===== config.mk =====
export PLATFORM = sky130hd
export DESIGN_NAME = preamp_control_registers
export DESIGN_NICKNAME = d
export VERILOG_FILES = /design/src/hdl/preamp_ctrl_pkg.sv /design/src/hdl/preamp_reg_cell.sv /design/src/hdl/preamp_control_registers.sv
export SDC_FILE = /design/constraint.sdc
export NUM_CORES = 1
export LEC_CHECK = 0
export ABC_AREA = 1
export BUFFER_PORTS_ARGS = -buffer_cell sky130_fd_sc_hd__buf_2
export CAP_MARGIN = 20
export CORE_UTILIZATION = 51
export CTS_CLUSTER_SIZE = 10
export DETAILED_ROUTE_END_ITERATION = 6
export GPL_TIMING_DRIVEN = 0
export HOLD_SLACK_MARGIN = 0.15
export PLACE_DENSITY = 0.83
export RECOVER_POWER = 100
export SKIP_CTS_REPAIR_TIMING = 1
export SYNTH_ARGS = -nofsm -noshare
export SYNTH_HDL_FRONTEND = slang
export SYNTH_SLANG_ARGS = --single-unit

===== constraint.sdc =====
create_clock -name i_clk -period 1.3 [get_ports i_clk]
set_input_delay 0.13 -clock i_clk [delete_from_list [all_inputs] [get_ports i_clk]]
set_output_delay 0.13 -clock i_clk [all_outputs]
set_load 0.01 [all_outputs]

===== src/hdl/preamp_ctrl_pkg.sv =====
// register map, field layout and reset values of the preamp control registers
package preamp_ctrl_pkg;

  localparam int ADDR_W = 16;
  localparam int DATA_W = 8;
  localparam int NUM_REGS = 6;

  // register indices into the offset, mask and reset tables
  localparam int IDX_CONV2 = 0;
  localparam int IDX_CONV3 = 1;
  localparam int IDX_CONV4 = 2;
  localparam int IDX_CONFIG = 3;
  localparam int IDX_GLOBAL = 4;
  localparam int IDX_PLL = 5;

  localparam logic [15:0] CONVERTER2_LEVEL_OFFSET = 16'h8435;
  localparam logic [15:0] CONVERTER3_LEVEL_OFFSET = 16'h8436;
  localparam logic [15:0] CONVERTER4_LEVEL_OFFSET = 16'h8437;
  localparam logic [15:0] CONVERTER_CONFIG_OFFSET_OFFSET = 16'h8438;
  localparam logic [15:0] GLOBAL_VIDEO_CONTROL_OFFSET = 16'h8439;
  localparam logic [15:0] PLL_RANGE_CONTROL_OFFSET = 16'h843e;

  localparam logic [15:0] REG_OFFSET [NUM_REGS] = '{
    CONVERTER2_LEVEL_OFFSET, CONVERTER3_LEVEL_OFFSET, CONVERTER4_LEVEL_OFFSET,
    CONVERTER_CONFIG_OFFSET_OFFSET, GLOBAL_VIDEO_CONTROL_OFFSET, PLL_RANGE_CONTROL_OFFSET
  };

  // implemented bits; reserved bits are dropped on write and read as zero
  localparam logic [7:0] REG_MASK [NUM_REGS] = '{
    8'hff, 8'hff, 8'hff, 8'h7f, 8'h03, 8'h2f
  };

  // values after reset
  localparam logic [7:0] REG_RESET [NUM_REGS] = '{
    8'h00, 8'h00, 8'h00, 8'h00, 8'h00, 8'h00
  };

  // converter configuration fields
  localparam int CFG_OFFSET_LSB = 0;
  localparam int CFG_OFFSET_MSB = 2;
  localparam int CFG_CONTRAST_LSB = 3;
  localparam int CFG_CONTRAST_MSB = 4;
  localparam int CFG_FULL_SCALE_BIT = 5;
  localparam int CFG_MIX_BIT = 6;

  // global video control fields
  localparam int GLB_BLANK_BIT = 0;
  localparam int GLB_POWER_BIT = 1;

  // pll range control fields
  localparam int PLL_RANGE_LSB = 0;
  localparam int PLL_RANGE_MSB = 1;
  localparam int PLL_VBLANK_BIT = 2;
  localparam int PLL_OVERRIDE_BIT = 3;
  localparam int PLL_CLAMP_BIT = 5;

endpackage : preamp_ctrl_pkg


===== src/hdl/preamp_reg_cell.sv =====
// one masked read/write control register
`timescale 1ns/1ps
`default_nettype none

module preamp_reg_cell #(
  parameter int WIDTH = 8,
  parameter logic [WIDTH-1:0] RESET_VALUE = '0,
  parameter logic [WIDTH-1:0] BIT_MASK = '1
) (
  // clock and reset
  input wire logic i_clk,
  input wire logic i_rst_b,
  // write side
  input wire logic i_write,
  input wire logic [WIDTH-1:0] i_wdata,
  // stored value
  output logic [WIDTH-1:0] o_value
);

  logic [WIDTH-1:0] value_reg;

  // refuse a width the cell cannot hold
  if (WIDTH < 1) begin : g_bad_width
    $error("preamp_reg_cell: WIDTH must be at least 1");
  end

  // new value is live on the cycle after the write
  always_ff @(posedge i_clk or negedge i_rst_b) begin
    if (!i_rst_b) begin
      value_reg <= RESET_VALUE & BIT_MASK;
    end else if (i_write) begin
      value_reg <= i_wdata & BIT_MASK;
    end
  end

  assign o_value = value_reg;

endmodule : preamp_reg_cell
`default_nettype wire


===== src/hdl/preamp_control_registers.sv =====
// preamp control register bank driving converter and video controls
//
// Contract
// - converter2 output from its full 8-bit code
// - converter3 level register at 0x8436
// - converter4 level register at 0x8437
// - config bit5 picks 4.5V or 2.5V scale
// - config bit6 mixes half converter4 into others
// - config bits2-0 set video DC offset
// - config bits4-3 set overlay contrast
// - global bit0 forces video to black
// - global bit1 powers down analog sections
// - pll bits1-0 select pll frequency range
// - pll bit2 gates vertical blanking on video
// - pll bit3 shows overlay only, no video
// - pll bit5 selects clamp pulse polarity
`timescale 1ns/1ps
`default_nettype none

module preamp_control_registers #(
  parameter int ADDR_W = preamp_ctrl_pkg::ADDR_W,
  parameter int DATA_W = preamp_ctrl_pkg::DATA_W
) (
  // clock and reset
  input wire logic i_clk,
  input wire logic i_rst_b,
  // register access port
  input wire logic [ADDR_W-1:0] i_reg_addr,
  input wire logic i_reg_wr,
  input wire logic i_reg_rd,
  input wire logic [DATA_W-1:0] i_reg_wdata,
  output logic [DATA_W-1:0] o_reg_rdata,
  output logic o_reg_ack,
  output logic o_reg_hit,
  // converter levels
  output logic [7:0] o_converter2_code,
  output logic [7:0] o_converter3_code,
  output logic [7:0] o_converter4_code,
  // converter configuration
  output logic o_full_scale_select,
  output logic o_converter4_mix_enable,
  output logic [2:0] o_video_black_offset,
  output logic [1:0] o_overlay_contrast,
  // global video control
  output logic o_blank_video,
  output logic o_power_save,
  // pll range control
  output logic [1:0] o_pll_range_select,
  output logic o_vblank_gate_enable,
  output logic o_overlay_only_override,
  output logic o_clamp_polarity
);

  localparam int NUM_REGS = preamp_ctrl_pkg::NUM_REGS;

  logic [NUM_REGS-1:0] sel;
  logic [7:0] value [NUM_REGS];
  logic [DATA_W-1:0] rdata_next;
  logic [DATA_W-1:0] rdata_reg;
  logic ack_reg;
  logic hit_reg;

  // map and field layout only fit 16-bit addresses and byte data
  if (ADDR_W != 16) begin : g_bad_addr_w
    $error("preamp_control_registers: ADDR_W must be 16");
  end
  if (DATA_W != 8) begin : g_bad_data_w
    $error("preamp_control_registers: DATA_W must be 8");
  end

  // one cell per register, selected by exact address match
  genvar g;
  generate
    for (g = 0; g < NUM_REGS; g++) begin : g_reg
      assign sel[g] = (i_reg_addr == preamp_ctrl_pkg::REG_OFFSET[g]);
      preamp_reg_cell #(
        .WIDTH(8),
        .RESET_VALUE(preamp_ctrl_pkg::REG_RESET[g]),
        .BIT_MASK(preamp_ctrl_pkg::REG_MASK[g])
      ) u_cell (
        .i_clk(i_clk),
        .i_rst_b(i_rst_b),
        .i_write(i_reg_wr && sel[g]),
        .i_wdata(i_reg_wdata),
        .o_value(value[g])
      );
    end
  endgenerate

  // read mux; unmapped addresses read as zero
  always_comb begin
    rdata_next = '0;
    for (int i = 0; i < NUM_REGS; i++) begin
      if (sel[i]) begin
        rdata_next = value[i];
      end
    end
  end

  always_ff @(posedge i_clk or negedge i_rst_b) begin
    if (!i_rst_b) begin
      rdata_reg <= '0;
    end else if (i_reg_rd) begin
      rdata_reg <= rdata_next;
    end
  end

  always_ff @(posedge i_clk or negedge i_rst_b) begin
    if (!i_rst_b) begin
      ack_reg <= 1'b0;
      hit_reg <= 1'b0;
    end else begin
      ack_reg <= i_reg_wr || i_reg_rd;
      hit_reg <= (i_reg_wr || i_reg_rd) && (|sel);
    end
  end

  assign o_reg_rdata = rdata_reg;
  assign o_reg_ack = ack_reg;
  assign o_reg_hit = hit_reg;

  // converter levels
  assign o_converter2_code = value[preamp_ctrl_pkg::IDX_CONV2];
  assign o_converter3_code = value[preamp_ctrl_pkg::IDX_CONV3];
  assign o_converter4_code = value[preamp_ctrl_pkg::IDX_CONV4];

  // converter configuration fields
  assign o_full_scale_select =
    value[preamp_ctrl_pkg::IDX_CONFIG][preamp_ctrl_pkg::CFG_FULL_SCALE_BIT];
  assign o_converter4_mix_enable =
    value[preamp_ctrl_pkg::IDX_CONFIG][preamp_ctrl_pkg::CFG_MIX_BIT];
  assign o_video_black_offset = value[preamp_ctrl_pkg::IDX_CONFIG]
    [preamp_ctrl_pkg::CFG_OFFSET_MSB:preamp_ctrl_pkg::CFG_OFFSET_LSB];
  assign o_overlay_contrast = value[preamp_ctrl_pkg::IDX_CONFIG]
    [preamp_ctrl_pkg::CFG_CONTRAST_MSB:preamp_ctrl_pkg::CFG_CONTRAST_LSB];

  // global video control
  assign o_blank_video =
    value[preamp_ctrl_pkg::IDX_GLOBAL][preamp_ctrl_pkg::GLB_BLANK_BIT];
  assign o_power_save =
    value[preamp_ctrl_pkg::IDX_GLOBAL][preamp_ctrl_pkg::GLB_POWER_BIT];

  // pll range control
  assign o_pll_range_select = value[preamp_ctrl_pkg::IDX_PLL]
    [preamp_ctrl_pkg::PLL_RANGE_MSB:preamp_ctrl_pkg::PLL_RANGE_LSB];
  assign o_vblank_gate_enable =
    value[preamp_ctrl_pkg::IDX_PLL][preamp_ctrl_pkg::PLL_VBLANK_BIT];
  assign o_overlay_only_override =
    value[preamp_ctrl_pkg::IDX_PLL][preamp_ctrl_pkg::PLL_OVERRIDE_BIT];
  assign o_clamp_polarity =
    value[preamp_ctrl_pkg::IDX_PLL][preamp_ctrl_pkg::PLL_CLAMP_BIT];

endmodule : preamp_control_registers
`default_nettype wire


==> report_table.html <==
<table>
<tr><th>Metric</th><th>Value</th></tr>
<tr><th colspan="2">Drt</th></tr>
<tr><td>Count of antenna-violating nets left after detailed routing</td><td>0</td></tr>
<tr><td>Drt wl/cell</td><td>around 14 µm</td></tr>
<tr><td>Number of search-and-repair iterations in the first detailed-routing pass</td><td>5</td></tr>
<tr><td>Total DRC errors in the routed layout</td><td>0</td></tr>
<tr><td>Detailed-route via count</td><td>roughly 2500</td></tr>
<tr><td>First-iteration detailed-routing DRC count</td><td>153</td></tr>
<tr><td>Via/cell ratio</td><td>5.38</td></tr>
<tr><td>Wire length after detailed routing</td><td>6560 µm</td></tr>
<tr><th colspan="2">Worst setup path</th></tr>
<tr><td>Worst setup EP type</td><td>flop</td></tr>
<tr><td>Maximum fanout count along the critical path</td><td>10</td></tr>
<tr><td>Kind of critical path</td><td>in2reg</td></tr>
<tr><td>End of the critical path</td><td>g_reg[2].u_cell.o_value[6]</td></tr>
<tr><td>Req. time, crit path</td><td>1490 ps</td></tr>
<tr><td>Endpoint of the worst-slack reg-to-reg timing path</td><td>o_reg_rdata[1]</td></tr>
<tr><td>Minimum setup slack among reg-to-reg paths</td><td>~220 ps</td></tr>
<tr><td>Reg-to-reg critical path startpoint</td><td>g_reg[0].u_cell.o_value[1]</td></tr>
<tr><td>Kind of start point of the critical path</td><td>input pin</td></tr>
<tr><td>CP Data Arrival Time</td><td>1370 ps</td></tr>
<tr><td>Critical path launch point</td><td>i_reg_addr[13]</td></tr>
<tr><td>Count of cells along the worst register-to-register path</td><td>8</td></tr>
<tr><th colspan="2">Place</th></tr>
<tr><td>Half-perimeter wire length after detailed placement</td><td>4750 µm</td></tr>
<tr><td>Final weighted congestion in routability-driven placement</td><td>roughly 0.85</td></tr>
<tr><td>Cells after DPL</td><td>447</td></tr>
<tr><td>Count of buffers inserted at the top-level ports</td><td>75</td></tr>
<tr><th colspan="2">STA</th></tr>
<tr><td>Unrepaired setup endpoints after global routing</td><td>true</td></tr>
<tr><td>Final critical path time including I/O delays and setup</td><td>1180 ps</td></tr>
<tr><td>Max Clock Skew</td><td>5.17 ps</td></tr>
<tr><td>Setup Total Neg Slack</td><td>0 ps</td></tr>
<tr><td>Slew HR</td><td>approximately 70%</td></tr>
<tr><td>Actual transition at the worst max-transition pin</td><td>457 ps</td></tr>
<tr><td>Share of the clock period used by the worst path after layout</td><td>90.8%</td></tr>
<tr><td>Final setup viols</td><td>0</td></tr>
<tr><td>Highest Clock Rate</td><td>847 MHz</td></tr>
<tr><td>Final hold vios</td><td>0</td></tr>
<tr><td>Final max-slew violation count</td><td>0</td></tr>
<tr><th colspan="2">Synth</th></tr>
<tr><td>Mapped Nets</td><td>348</td></tr>
<tr><td>Part of the Yosys area used for sequential elements</td><td>48.6%</td></tr>
<tr><td>Leading post-synthesis cells by cell area</td><td>sky130_fd_sc_hd__dfrtp_1 49%, sky130_fd_sc_hd__nand2_1 15%, sky130_fd_sc_hd__nor2_1 6.2%, sky130_fd_sc_hd__inv_1 5.3%, sky130_fd_sc_hd__nand3_1 4.3%</td></tr>
<tr><td>Yosys cell types</td><td>24</td></tr>
<tr><td>Total number of yosys warnings</td><td>0</td></tr>
<tr><td>FF+latch count, synth</td><td>48</td></tr>
<tr><td>Fraction of post-synthesis cell area in the top cell type by area</td><td>48.6%</td></tr>
<tr><td>Yosys top cell by area</td><td>sky130_fd_sc_hd__dfrtp_1</td></tr>
<tr><td>Cell Area, Synth</td><td>between 2000 and 2500 µm²</td></tr>
<tr><td>Synthesized netlist cell count</td><td>320</td></tr>
<tr><td>Syn Area/Cell</td><td>slightly below 8 µm²</td></tr>
<tr><th colspan="2">CTS</th></tr>
<tr><td>Longest Clk Path Bufs</td><td>2</td></tr>
<tr><td>Clock tree from TritonCTS</td><td>yes</td></tr>
<tr><td>Number of buffers created by CTS</td><td>5</td></tr>
<tr><td>Clock transition time at the flip-flop clock pins of the worst setup and hold paths</td><td>~90 ps</td></tr>
<tr><td>Worst-skew pair later-pin latency</td><td>310 ps</td></tr>
<tr><td>CTS sink cnt</td><td>48</td></tr>
<tr><td>H-tree levels</td><td>2</td></tr>
<tr><td>Cell chosen for the clock root</td><td>sky130_fd_sc_hd__clkbuf_8</td></tr>
<tr><th colspan="2">GRT</th></tr>
<tr><td>Number of global-route vias before repair</td><td>2128</td></tr>
<tr><td>Maximum number of pins on one net before global-route repair</td><td>about 50</td></tr>
<tr><td>Global-route congestion overflow total</td><td>0</td></tr>
<tr><td>Global-route wire length before repair</td><td>10200 µm</td></tr>
<tr><td>Initial antenna violation count</td><td>0</td></tr>
<tr><td>Total GRT Usage</td><td>26.0%</td></tr>
<tr><th colspan="2">Floorplanning</th></tr>
<tr><td>Die Width</td><td>71.6 µm</td></tr>
<tr><td>Initial core utilization</td><td>54.9%</td></tr>
<tr><td>Core box area</td><td>~4500 µm²</td></tr>
<tr><td>IO Pins</td><td>76</td></tr>
<tr><td>Total Die Area</td><td>slightly above 5000 µm²</td></tr>
<tr><td>FP Rows</td><td>24</td></tr>
<tr><td>Die Height</td><td>between 70 and 80 µm</td></tr>
<tr><th colspan="2">Cells and area</th></tr>
<tr><td># diodes</td><td>0</td></tr>
<tr><td>Area added between synthesis and finish</td><td>24.0%</td></tr>
<tr><td>Sequential cell area</td><td>between 1000 and 1500 µm²</td></tr>
<tr><td>Net total in the final layout</td><td>around 440</td></tr>
<tr><td>Count of placed standard cells in the final layout, fillers left out</td><td>463</td></tr>
<tr><td>Final Util</td><td>68.1%</td></tr>
<tr><td>Area used by multi-input combinational logic</td><td>1100 µm²</td></tr>
<tr><td>Filler cells</td><td>404</td></tr>
<tr><td>Fraction of layout cells with a size suffix above 1</td><td>18.7%</td></tr>
<tr><th colspan="2">Min path</th></tr>
<tr><td>Class of the tightest hold or removal check</td><td>in2reg</td></tr>
<tr><td>Start point of the worst hold path</td><td>i_reg_wdata[6]</td></tr>
<tr><th colspan="2">Power and ir drop</th></tr>
<tr><td>Cell leakage power</td><td>between 1.5 and 2 nW</td></tr>
<tr><td>Power density over the cells</td><td>869 nW/µm²</td></tr>
<tr><td>Worst ir drop on vdd</td><td>0.670 mV</td></tr>
<tr><th colspan="2">Run</th></tr>
<tr><td>MaxCap Viol Count</td><td>0</td></tr>
<tr><th colspan="2">Outcome</th></tr>
<tr><td>Status</td><td>finished clean</td></tr>
</table>
[cell type report]
class                           instances  area share [%]
Timing Repair Buffer                   83            12.9
Clock buffer                            6            2.69
Clock inverter                          2           0.490
Inverter                               39            4.90
Sequential cell                        48            39.2
Multi-Input combinational cell        227            36.0
Tap cell                               52            2.12
Buffer                                  6            1.76
[layer usage]
| layer | share of wire (%) | track usage (%) |
|---|---|---|
| met1 | 43 | 35.9 |
| met2 | 49 | 42.5 |
| met3 | 6.3 | 4.92 |
| met4 | 1.7 | 6.75 |
| met5 | 0 | 0 |
[placed cells by master (no fill, tap or decap)]
cell	count
sky130_fd_sc_hd__nand2_4	3
sky130_fd_sc_hd__buf_2	27
sky130_fd_sc_hd__dfrtp_1	48
sky130_fd_sc_hd__clkinvlp_4	2
sky130_fd_sc_hd__nor3b_2	1
sky130_fd_sc_hd__nand4_1	1
sky130_fd_sc_hd__nor3_1	1
sky130_fd_sc_hd__clkbuf_2	1
sky130_fd_sc_hd__o21ai_1	12
sky130_fd_sc_hd__nand3_2	4
sky130_fd_sc_hd__buf_6	4
sky130_fd_sc_hd__clkbuf_1	49
sky130_fd_sc_hd__buf_12	1
sky130_fd_sc_hd__o21ai_2	8
sky130_fd_sc_hd__dlygate4sd3_1	3
sky130_fd_sc_hd__nand2_2	4
sky130_fd_sc_hd__buf_4	4
sky130_fd_sc_hd__inv_1	35
sky130_fd_sc_hd__nand2_1	97
sky130_fd_sc_hd__nor2_2	4
sky130_fd_sc_hd__inv_4	1
sky130_fd_sc_hd__o21a_1	8
sky130_fd_sc_hd__nor2_4	4
sky130_fd_sc_hd__o2111ai_1	1
sky130_fd_sc_hd__nor2_1	39
sky130_fd_sc_hd__nand3_1	19
sky130_fd_sc_hd__clkbuf_8	6
sky130_fd_sc_hd__inv_2	2
sky130_fd_sc_hd__a21oi_1	6
sky130_fd_sc_hd__o21ai_0	15
sky130_fd_sc_hd__clkinv_2	1
[registers in the layout, indices dropped and copies added, names as in the netlist]
signal and flops:
o_reg_ack 1, o_reg_rdata 8, g.u_cell.o_value 38, o_reg_hit 1
[critical path, stage by stage]
cell and delay [ps]:
sky130_fd_sc_hd__buf_2 100, sky130_fd_sc_hd__nor2_1 140, sky130_fd_sc_hd__nand2_1 110, sky130_fd_sc_hd__nor2_4 170, sky130_fd_sc_hd__buf_4 140, sky130_fd_sc_hd__nand2_2 80
sky130_fd_sc_hd__inv_2 130, sky130_fd_sc_hd__nand2_4 100, sky130_fd_sc_hd__buf_6 160, sky130_fd_sc_hd__nand2_1 50, sky130_fd_sc_hd__o21ai_0 70
[power by group]
group	total, mW	switching, mW	internal [mW]
logic	0.208	0.138	0.0696
clock network	0.952	0.521	0.431
registers	1.50	0.00427	1.50
total	2.66	0.664	2.00
[synth_stat cells]
cell                        number
sky130_fd_sc_hd__nand3_1        21
sky130_fd_sc_hd__inv_2           3
sky130_fd_sc_hd__a21oi_1         6
sky130_fd_sc_hd__nand4_1         1
sky130_fd_sc_hd__buf_2           1
sky130_fd_sc_hd__nand2_1        98
sky130_fd_sc_hd__nor2_1         41
sky130_fd_sc_hd__nor3b_2         1
sky130_fd_sc_hd__nor2_2          3
sky130_fd_sc_hd__buf_6           4
sky130_fd_sc_hd__dfrtp_1        48
sky130_fd_sc_hd__o21ai_2         8
sky130_fd_sc_hd__o21ai_0        16
sky130_fd_sc_hd__nand3_2         2
sky130_fd_sc_hd__clkinv_2        1
sky130_fd_sc_hd__o2111ai_1       1
sky130_fd_sc_hd__nor2_4          3
sky130_fd_sc_hd__nand2_2         5
sky130_fd_sc_hd__o21ai_1        11
sky130_fd_sc_hd__o21a_1          8
sky130_fd_sc_hd__inv_1          35
sky130_fd_sc_hd__clkbuf_1        1
sky130_fd_sc_hd__nor3_1          1
sky130_fd_sc_hd__nand2_4         1
[worst min path at each step]
stage	end	slack [ps]	depth (start not counted)
2_1_floorplan	g_reg[0].u_cell.o_value[0]	-170	0
3_3_place_gp	g_reg[4].u_cell.o_value[0]	350	1
3_5_place_dp	o_reg_rdata[1]	370	1
4_1_cts	o_reg_rdata[1]	40	1
5_1_grt	g_reg[1].u_cell.o_value[6]	150	3
6_report	g_reg[1].u_cell.o_value[6]	130	3
[cells by family after synthesis]
group | Yosys count | synth area share [%]
buf+inv | 45 | 8.15
simple gates | 177 | 31.0
flops | 48 | 48.6
compound gates | 50 | 12.3
[through the flow]
stage	setup WS (ps)	hold slack, ps	instance area (µm²)	total power [mW]
finish	120	132	3070	2.66
global route	-13.7	153	3070	2.77
CTS	21.0	40.0	3010	2.64
detailed placement	-295	368	2910	1.73
global placement	-224	354	2910	1.72
floorplan	89.0	-166	2470	1.61
Note: power is estimated with default switching activity, not from simulation.
